$ cat config.mk
export PLATFORM = sky130hd
export DESIGN_NAME = kms_scanner
export DESIGN_NICKNAME = d
export VERILOG_FILES = /design/src/kms_pkg.sv /design/src/kms_scanner.sv
export SDC_FILE = /design/constraint.sdc
export NUM_CORES = 1
export LEC_CHECK = 0
export BUFFER_PORTS_ARGS = -buffer_cell sky130_fd_sc_hd__clkbuf_2
export CORE_MARGIN = 2
export CORE_UTILIZATION = 60
export CTS_CLUSTER_SIZE = 10
export DETAILED_ROUTE_END_ITERATION = 10
export PLACE_DENSITY = 0.85
export SETUP_SLACK_MARGIN = 0.4
export SLEW_MARGIN = 0
export SYNTH_ARGS = -nofsm -noshare
export SYNTH_HDL_FRONTEND = slang
export SYNTH_SLANG_ARGS = --single-unit
$ cat constraint.sdc
create_clock -name clk_sys -period 3.4 [get_ports clk_sys]
set_clock_uncertainty 0.1 [all_clocks]
set_input_delay 0.51 -clock clk_sys [delete_from_list [all_inputs] [get_ports clk_sys]]
set_output_delay 0.51 -clock clk_sys [all_outputs]
set_load 0.01 [all_outputs]
$ cat src/kms_pkg.sv
// Constants, register map and bus carrier of the keypad matrix scanner.
// Assumes one 50 MHz clock and an 8-bit register port.
package kms_pkg;

  // ****************************************
  // Register map
  // ****************************************
  localparam logic [7:0] KMS_ADR_DRIVE   = 8'hd1;
  localparam logic [7:0] KMS_ADR_SENSE   = 8'hd2;
  localparam logic [7:0] KMS_ADR_TIMING  = 8'hd3;
  localparam logic [7:0] KMS_ADR_CTRL    = 8'hd4;
  localparam logic [7:0] KMS_ADR_INT_ST  = 8'hd8;
  localparam logic [7:0] KMS_ADR_INT_CLR = 8'hd9;
  localparam logic [7:0] KMS_ADR_INT_EN  = 8'hda;

  // ****************************************
  // Reset values and fields
  // ****************************************
  localparam logic [4:0] KMS_DRIVE_RST  = 5'h1f;
  localparam logic [5:0] KMS_SENSE_RST  = 6'h3f;
  localparam logic [7:0] KMS_TIMING_RST = 8'h00;
  localparam int KMS_SETTLE_LSB = 2;
  localparam int KMS_PROBE_LSB  = 0;
  localparam int KMS_CTL_EN     = 0;
  localparam int KMS_CTL_FLAG   = 1;
  localparam int KMS_CTL_AUTO   = 2;
  localparam int KMS_CTL_CLK    = 3;
  localparam int KMS_INT_KEY    = 0;
  localparam int KMS_INT_MULTI  = 1;
  localparam int KMS_COLS       = 5;
  localparam int KMS_ROWS       = 6;

  // ****************************************
  // Timing
  // ****************************************
  localparam int KMS_CLK_NS      = 20;
  localparam int KMS_TICK_NS     = 1000000;
  localparam int KMS_TICK_CYCLES = KMS_TICK_NS / KMS_CLK_NS;

  typedef struct packed {
    logic [7:0] addr;
    logic [7:0] wdata;
    logic       wr;
    logic       rd;
  } kms_bus_req_type;

endpackage

$ cat src/kms_scanner.sv
// Keypad matrix scanner: register port, 1 kHz tick, sweep engine.
// Assumes row pins are asynchronous with pull-ups; columns drive the matrix.
//
// The strobed register port was decided locally.
module kms_scanner #(
  parameter int unsigned TICK_CYCLES = kms_pkg::KMS_TICK_CYCLES
) (
  // Clock and reset
  input  wire logic                     clk_sys,
  input  wire logic                     sys_rst,
  // Register port
  input  wire kms_pkg::kms_bus_req_type bus_req,
  output logic [7:0]                    bus_rdata,
  // Keypad matrix
  output logic [4:0]                    col_out,
  input  wire logic [5:0]               row_in,
  // Interrupt
  output logic                          irq
);
  import kms_pkg::*;

  localparam int TW = $clog2(TICK_CYCLES);

  if (TICK_CYCLES < 2) begin : g_chk
    $error("TICK_CYCLES must be at least 2");
  end

  typedef enum logic [2:0] {
    ST_IDLE, ST_SETTLE_PRESS, ST_PROBE, ST_WAIT_REL, ST_SETTLE_REL
  } kms_state_type;

  function automatic logic [5:0] kms_low_at(input logic [2:0] idx);
    return ~(6'h01 << idx);
  endfunction

  // ****************************************
  // Row synchroniser and 1 kHz tick
  // ****************************************
  logic [5:0]    row_meta;
  logic [5:0]    row_sync;
  logic          prev_all_high;
  logic [TW-1:0] tick_cnt;
  logic [TW-1:0] next_tick_cnt;
  logic          tick;
  logic          keyclk;
  logic          all_high;

  assign all_high = &row_sync;
  assign tick     = (tick_cnt == TW'(TICK_CYCLES - 1));

  always_comb
  begin
    next_tick_cnt = tick ? '0 : tick_cnt + 1'b1;
  end

  always_ff @(posedge clk_sys or posedge sys_rst)
  begin
    if (sys_rst)
    begin
      row_meta      <= KMS_SENSE_RST;
      row_sync      <= KMS_SENSE_RST;
      prev_all_high <= 1'b1;
      tick_cnt      <= '0;
      keyclk        <= 1'b0;
    end
    else
    begin
      row_meta      <= row_in;
      row_sync      <= row_meta;
      prev_all_high <= all_high;
      tick_cnt      <= next_tick_cnt;
      keyclk        <= (tick_cnt < TW'(TICK_CYCLES / 2));
    end
  end

  // ****************************************
  // Registers
  // ****************************************
  logic [4:0] drive_line_value;
  logic [5:0] sense_line_value;
  logic [7:0] keypad_timing;
  logic       auto_sweep_enable;
  logic [1:0] int_status;
  logic [1:0] int_en;
  logic [4:0] next_drive;
  logic [5:0] next_sense;
  logic [7:0] next_timing;
  logic       next_auto;
  logic [1:0] next_status;
  logic [1:0] next_en;
  logic [7:0] next_rdata;
  logic       key_evt;
  logic       multi_evt;
  logic       bypass_edge;
  logic [2:0] hit_col;
  logic [2:0] hit_row;
  logic [5:0] settle_code;
  logic [1:0] probe_code;
  logic [8:0] settle_ms;
  logic [8:0] probe_ms;

  assign settle_code = keypad_timing[KMS_SETTLE_LSB +: 6];
  assign probe_code  = keypad_timing[KMS_PROBE_LSB +: 2];
  assign settle_ms   = {(settle_code == 6'h00), settle_code, 2'b00};
  assign probe_ms    = {6'h00, (probe_code == 2'h0), probe_code};
  assign bypass_edge = !auto_sweep_enable && prev_all_high && !all_high;

  always_comb
  begin
    next_drive  = drive_line_value;
    next_sense  = sense_line_value;
    next_timing = keypad_timing;
    next_auto   = auto_sweep_enable;
    next_status = int_status;
    next_en     = int_en;
    if (bus_req.wr)
    begin
      unique case (bus_req.addr)
        KMS_ADR_DRIVE:   next_drive = bus_req.wdata[4:0];
        KMS_ADR_TIMING:  next_timing = bus_req.wdata;
        KMS_ADR_CTRL:
        begin
          next_auto            = bus_req.wdata[KMS_CTL_AUTO];
          next_en[KMS_INT_KEY] = bus_req.wdata[KMS_CTL_EN];
        end
        KMS_ADR_INT_CLR: next_status = int_status & ~bus_req.wdata[1:0];
        KMS_ADR_INT_EN:  next_en = bus_req.wdata[1:0];
        default:         next_en = next_en;
      endcase
    end
    if (bus_req.rd && bus_req.addr == KMS_ADR_CTRL)
    begin
      next_status[KMS_INT_KEY] = 1'b0;
    end
    if (key_evt)
    begin
      next_drive = 5'(kms_low_at(hit_col));
      next_sense = kms_low_at(hit_row);
    end
    // Set wins over clear
    next_status[KMS_INT_KEY]   = next_status[KMS_INT_KEY] | key_evt | bypass_edge;
    next_status[KMS_INT_MULTI] = next_status[KMS_INT_MULTI] | multi_evt;
  end

  always_comb
  begin
    unique case (bus_req.addr)
      KMS_ADR_DRIVE:  next_rdata = {3'h0, drive_line_value};
      KMS_ADR_SENSE:  next_rdata = {2'h0, auto_sweep_enable ? sense_line_value : row_sync};
      KMS_ADR_TIMING: next_rdata = keypad_timing;
      KMS_ADR_CTRL:   next_rdata = {4'h0, keyclk, auto_sweep_enable,
                                    int_status[KMS_INT_KEY], int_en[KMS_INT_KEY]};
      KMS_ADR_INT_ST: next_rdata = {6'h00, int_status};
      KMS_ADR_INT_EN: next_rdata = {6'h00, int_en};
      default:        next_rdata = 8'h00;
    endcase
    if (!bus_req.rd)
    begin
      next_rdata = 8'h00;
    end
  end

  always_ff @(posedge clk_sys or posedge sys_rst)
  begin
    if (sys_rst)
    begin
      drive_line_value  <= KMS_DRIVE_RST;
      sense_line_value  <= KMS_SENSE_RST;
      keypad_timing     <= KMS_TIMING_RST;
      auto_sweep_enable <= 1'b0;
      int_status        <= 2'h0;
      int_en            <= 2'h0;
      bus_rdata         <= 8'h00;
      irq               <= 1'b0;
    end
    else
    begin
      drive_line_value  <= next_drive;
      sense_line_value  <= next_sense;
      keypad_timing     <= next_timing;
      auto_sweep_enable <= next_auto;
      int_status        <= next_status;
      int_en            <= next_en;
      bus_rdata         <= next_rdata;
      irq               <= |(next_status & next_en);
    end
  end

  // ****************************************
  // Sweep engine
  // ****************************************
  kms_state_type state;
  kms_state_type next_state;
  logic [8:0]    ms_left;
  logic [8:0]    next_ms_left;
  logic [2:0]    col_idx;
  logic [2:0]    next_col_idx;
  logic [2:0]    row_idx;
  logic [2:0]    next_row_idx;
  logic [1:0]    hits;
  logic [1:0]    next_hits;
  logic [2:0]    next_hit_col;
  logic [2:0]    next_hit_row;
  logic [4:0]    next_col_out;
  logic          expire;

  assign expire = tick && (ms_left == 9'h001);

  always_comb
  begin
    next_state   = state;
    next_ms_left = (tick && ms_left != 9'h000) ? ms_left - 1'b1 : ms_left;
    next_col_idx = col_idx;
    next_row_idx = row_idx;
    next_hits    = hits;
    next_hit_col = hit_col;
    next_hit_row = hit_row;
    key_evt      = 1'b0;
    multi_evt    = 1'b0;
    if (!auto_sweep_enable)
    begin
      next_state = ST_IDLE;
    end
    else
    begin
      unique case (state)
        ST_IDLE:
        begin
          if (!all_high)
          begin
            next_state   = ST_SETTLE_PRESS;
            next_ms_left = settle_ms;
          end
        end
        ST_SETTLE_PRESS:
        begin
          if (expire && all_high)
          begin
            next_state = ST_IDLE;
          end
          else if (expire)
          begin
            next_state   = ST_PROBE;
            next_ms_left = probe_ms;
            next_col_idx = 3'h0;
            next_row_idx = 3'h0;
            next_hits    = 2'h0;
          end
        end
        ST_PROBE:
        begin
          if (expire)
          begin
            next_ms_left = probe_ms;
            if (!row_sync[row_idx])
            begin
              next_hits    = (hits == 2'h2) ? hits : hits + 1'b1;
              next_hit_col = col_idx;
              next_hit_row = row_idx;
            end
            next_row_idx = row_idx + 1'b1;
            if (row_idx == 3'(KMS_ROWS - 1))
            begin
              next_row_idx = 3'h0;
              next_col_idx = col_idx + 1'b1;
              if (col_idx == 3'(KMS_COLS - 1))
              begin
                next_state = ST_WAIT_REL;
                key_evt    = (next_hits == 2'h1);
                multi_evt  = (next_hits != 2'h1);
              end
            end
          end
        end
        ST_WAIT_REL:
        begin
          if (all_high)
          begin
            next_state   = ST_SETTLE_REL;
            next_ms_left = settle_ms;
          end
        end
        ST_SETTLE_REL:
        begin
          if (expire)
          begin
            next_state = all_high ? ST_IDLE : ST_WAIT_REL;
          end
        end
      endcase
    end
    // Column drive follows the state being entered, or the drive register when the sweep is off
    if (!auto_sweep_enable)
    begin
      next_col_out = drive_line_value;
    end
    else if (next_state == ST_PROBE)
    begin
      next_col_out = 5'(kms_low_at(next_col_idx));
    end
    else
    begin
      next_col_out = 5'h00;
    end
  end

  always_ff @(posedge clk_sys or posedge sys_rst)
  begin
    if (sys_rst)
    begin
      state   <= ST_IDLE;
      ms_left <= 9'h000;
      col_idx <= 3'h0;
      row_idx <= 3'h0;
      hits    <= 2'h0;
      hit_col <= 3'h0;
      hit_row <= 3'h0;
      col_out <= KMS_DRIVE_RST;
    end
    else
    begin
      state   <= next_state;
      ms_left <= next_ms_left;
      col_idx <= next_col_idx;
      row_idx <= next_row_idx;
      hits    <= next_hits;
      hit_col <= next_hit_col;
      hit_row <= next_hit_row;
      col_out <= next_col_out;
    end
  end
endmodule // kms_scanner

# Word level (Yosys, flattened, before mapping)
# Index checks and enable logic that the tools add are counted.
# classes
n_addsub,5
multipliers,0
n_div,0
order_cmp,2
eq_ne,22
shift,3
n_mux,65
bitwise_logic,10
n_reduce_logical,23
# op_table
operator,n
$eq A8 B8 Y1 const B,7
$mux W3,18
$mux W9,6
$pmux W8 S6,1
$pmux W9 S4,1
$mux W5,5
$mux W2,12
$add A16 B1 Y16 const B,1
$eq A16 B16 Y1 const B,1
$lt A16 B15 Y1 const B,1
$mux W16,1
$pmux W3 S5,1
$mux W1,14
$pmux W3 S2,2
$not A5 Y5,2
$shl A1 B3 Y5 const A,2
$eq A3 B2 Y1 const B,3
$eq A3 B3 Y1 const B,3
$eq A9 B1 Y1 const B,1
$reduce_bool A9 Y1,1
$sub A9 B1 Y9 const B,1
$mux W8,1
$add A3 B1 Y3 const B,2
$logic_and A1 B1 Y1,6
other kinds (26),37
# totals
ff_bits,94
latchBits,0
ramBits,0
mem_bits_ro,0
inputBits,26
output_inout_bits,14
elab_cells,151
n_memories,0

# Depth between registers and ports, before layout
# depth
depth_word,16
ltp_mapped,10
mapped_depth_nobuf,9

# Least setup slack after synthesis
# Ideal clock, no wire load.
# synth_path
path_kind,input to register
from,input port bus_req[14] (netlist bit)
to,register irq
setup_ns,0.121
arrival_time_ns,2.009
required_ns,3.179
slack_ns,1.170
stages,8
n_path_buf,1
path_cell_list,nor2b_1 -> and4b_1 -> and3_1 -> clkbuf_1 -> or2_2 -> nand2_1 -> mux2_2 -> a22o_1
# synth_via
word_cells_on_any_way,16
classes_between,eq/ne: 3; mux: 6; bitwise: 4; reduce/logical: 3
# synth_lines
item,line_no,rtl
from (decl),kms_scanner.sv:12,"input wire kms_pkg::kms_bus_req_type bus_req,"
$eq A8 B8 Y1,kms_scanner.sv:118,unique case (bus_req.addr)
$reduce_or A2 Y1 (no line) *,--,
$mux W1 *,kms_scanner.sv:118,
$mux W2 *,kms_scanner.sv:116,if (bus_req.wr)
named net next_en[0],kms_scanner.sv:90,logic [1:0] next_en;
$and A2 B2 Y2 *,kms_scanner.sv:185,irq <= |(next_status & next_en);
$reduce_or A2 Y1 *,kms_scanner.sv:185,
to (signal assigned),kms_scanner.sv:185,
to (decl),kms_scanner.sv:18,output logic irq
# The timed path passes the listed nets; every way through them passes the cells marked *.
# A chain may end at the register's enable or synchronous reset.

# Worst setup path in the final report
# layout_path
from,register tick_cnt[0]
to,register hit_col[1]
# layout_via
elab_chain_len,3
# layout_rtl
item,line_no,rtl
from (decl),kms_scanner.sv:42,logic [TW-1:0] tick_cnt;
from (signal assigned),kms_scanner.sv:71,tick_cnt <= next_tick_cnt;
$eq A16 B16 Y1,kms_scanner.sv:49,assign tick = (tick_cnt == TW'(TICK_CYCLES - 1));
$logic_and A1 B1 Y1,kms_scanner.sv:207,assign expire = tick && (ms_left == 9'h001);
$reduce_and A4 Y1 (no line),--,
to (signal assigned),kms_scanner.sv:327,hit_col <= next_hit_col;
to (decl),kms_scanner.sv:95,logic [2:0] hit_col;
# Every way passes these cells.

==> impl_metrics.yaml <==
sta:
  drv_slew: 0
  rsz0062_at_grt: "false"
  setup_viol: 0
  fmax_mhz: 366
  period_needed_ps: 2730
  hold_viol: 0
  slew_headroom: 0.451
  setup_tns_ps: 0
  tightest_slew_ps: 822
  fin_crit_sh: 0.804
clock_network:
  clock_sinks: 94
  postCtsSetupRepairBufs: 0
  cts-root-buf: "clkbuf_8"
  cts_tree: "built"
  clk_latency_ps: 370
  clkTransAtPathRegs_ps: 90
  clockBufferDepth: 2
  cts_buffers: 9
  cts_resized: 0
  hold_buffers: 0
  htreeDepth: 3
floorplanning:
  design.die.area_sq_um: 8670
  start_util: 0.617
  io_pins: 40
  die_w_um: 93.1
  design.core.area_sq_um: 7730
  rows: 32
  die_y_um: 93.1
job:
  drv_cap: 0
outcome:
  status: "complete, no violations"
logic_synthesis:
  synth-main-ff-cell: "dfrtp_1"
  ys_ff_latch: 94
  synth_edf_count: 0
  synthMuxAreaShare: 0.0551
  synthSimpleGateAreaFrac: 0.208
  ys_types: 70
  synthCells: 455
  synth_top_area_frac: 0.341
  ys_seq_area_frac: 0.501
  yosysMostFrequentCell: "dfrtp_1"
  synth-compound-area-share: 0.145
  synth.area.top_cells: "dfrtp_1 34%, dfstp_2 16%, mux2_2 3.5%"
  synth-async-reset-ratio: 1.00
  synth_top_family_by_area: "simple AND/OR/NAND/NOR gates"
  synth_common_cells: "65 x dfrtp_1, 45 x nand2_1, 45 x nor2_1, 29 x dfstp_2, 29 x o21ai_0"
  syn_area_sq_um: 4760
  syn-num-nets: 488
  synth_fa_ha_area_frac: 0.0205
  yosys.area.top_type: "dfrtp_1"
  synthXorXnorAreaFrac: 0.0386
  syn_area_per_cell_sq_um: 10.5
  yosysWarningCount: 0
worst_setup_path:
  setup.worst_path.class: "flip-flop to flip-flop"
  critPathTopFamily: "simple AND/OR/NAND/NOR gates"
  cp_cell_sequence: "ha_1 > nand3_1 > nor4_1 > nand4_1 > nand2b_1 > nor2b_1 > mux2_2"
  crit_arrival_ps: 2890
  cp.depth: 7
  worst-path-buf-inv: 0
  cpMaxStageDelayCell: "nor2b_1"
  r2r_slack_ps: 670
  rr_startpoint: "tick_cnt[0]"
  max_stage_delay_ps: 570
  critical_path.max_fanout: 11
  worst-r2r-cell-count: 7
  cp-start-kind: "flip-flop"
  r2r-end: "hit_col[1]"
  endpoint: "hit_col[1]"
  end_kind: "flip-flop"
  required_ps: 3550
  startpoint: "tick_cnt[0]"
routing:
  via_per_inst: 6.11
  num_vias: 3679
  route.detailed.drc: 0
  drtAntennaViolNets: 0
  dr.pass1.iters: 5
  drtIter0Drc: 319
  routed_wl_mm: 10.4
  wl_per_cell_um: 17.3
global_route:
  grt_usage: 0.257
  grt.overflow.total: 0
  grt_pass1_wl_mm: 17.2
  antenna_found_initial: 0
  grt_max_degree: 57
  grt_pass1_vias: 3513
pwr:
  p_leak_nw: 2.30
  power_density_nw_per_um2: 399
  vdd_drop_max_v: 0.000234
  total_power_mw: 2.11
placement:
  dpl.hpwl_mm: 7.60
  place_area_sq_um: 5070
  place_inst: 586
  port_buffers: 39
  routabilityCongestion: 0.982
layout:
  stdcell_count: 602
  fin_nets: 528
  n_antenna_cell: 0
  final_area_sq_um: 5270
  drive_gt1_frac: 0.254
  area_growth_pct: 10.7
hold_path:
  hp-class: "input pin to flip-flop"
per-layer routing:
metal	track usage	wire length (um)
met1	0.343	4530
met2	0.395	4780
met3	0.0532	667
met4	0.143	439
met5	0	0
cell families (layout without fill, tap and decap cells):
kind of cell    count (synthesis)  in the layout
compound gates                 96             96
xor+xnor                       21             21
flops                          94             94
fa+ha+maj                       8              8
simple gates                  178            178
buf+inv                        35             80
mux                            23             23
worst min-delay path by stage:
stage,end,cells past startpoint,slack [ps],startpoint
4_1_cts,row_meta[2],1,100,row_in[2]
3_5_place_dp,row_sync[5],0,250,row_meta[5]
5_1_grt,row_meta[0],1,100,row_in[0]
6_report,row_meta[2],1,120,row_in[2]
2_1_floorplan,row_sync[0],0,250,row_meta[0]
3_3_place_gp,row_sync[2],0,250,row_meta[2]
sequential cells by signal, indices dropped and copies added, names as in the netlist, 2 cells and up:
register / flops
col_idx: 3
sense_line_value: 6
int_status: 2
row_meta: 6
hits: 2
row_sync: 6
keypad_timing: 8
row_idx: 3
int_en: 2
ms_left: 9
hit_col: 3
drive_line_value: 5
bus_rdata: 8
col_out: 5
state: 3
tick_cnt: 16
hit_row: 3
per-stage QoR:
step           hold WS (ps)  utilization  setup WS, ps
3_3_place_gp            246        0.656           841
5_1_grt                97.9        0.682           479
3_5_place_dp            247        0.656           685
4_1_cts                 101        0.682           671
6_report                118        0.682           666
2_1_floorplan           245            -          1170
cell usage in the layout, fill, tap and decap left out, types with 3 or more instances in the layout:
cell type and n:
a22o_1 5, o2bb2ai_1 4, and3_1 17, nor3_1 14, ha_1 7, clkbuf_2 39, buf_4 4, xnor2_1 13
nor4_1 4, dfrtp_1 65, o21ai_0 29, nor2_1 45, nand3_1 10, a211oi_1 7, nor2b_1 7, nand4_1 5
clkbuf_8 10, dfstp_2 29, a21oi_1 5, nand2b_1 6, or2_2 3, a31oi_1 16, inv_1 18, a22oi_1 6
xor2_1 8, mux2i_1 6, mux2_2 15, nand2_1 45
layout make-up:
class	count	area [sq um]
inverter	20	78.8
clock buffer	10	138
timing repair buffer	44	245
sequential	94	2390
multi-input combinational	326	2230
clock inverter	6	68.8
fill	554	2450
tap	102	128
where the power goes:
| group | internal, mW | switching [mW] | leakage, nW | total (mW) |
|---|---|---|---|---|
| Clock | 0.364 | 0.394 | 0.103 | 0.758 |
| Sequential | 1.16 | 0.0342 | 1.18 | 1.19 |
| Combinational | 0.0659 | 0.0878 | 1.02 | 0.154 |
Power figures use the tool's default switching activity.
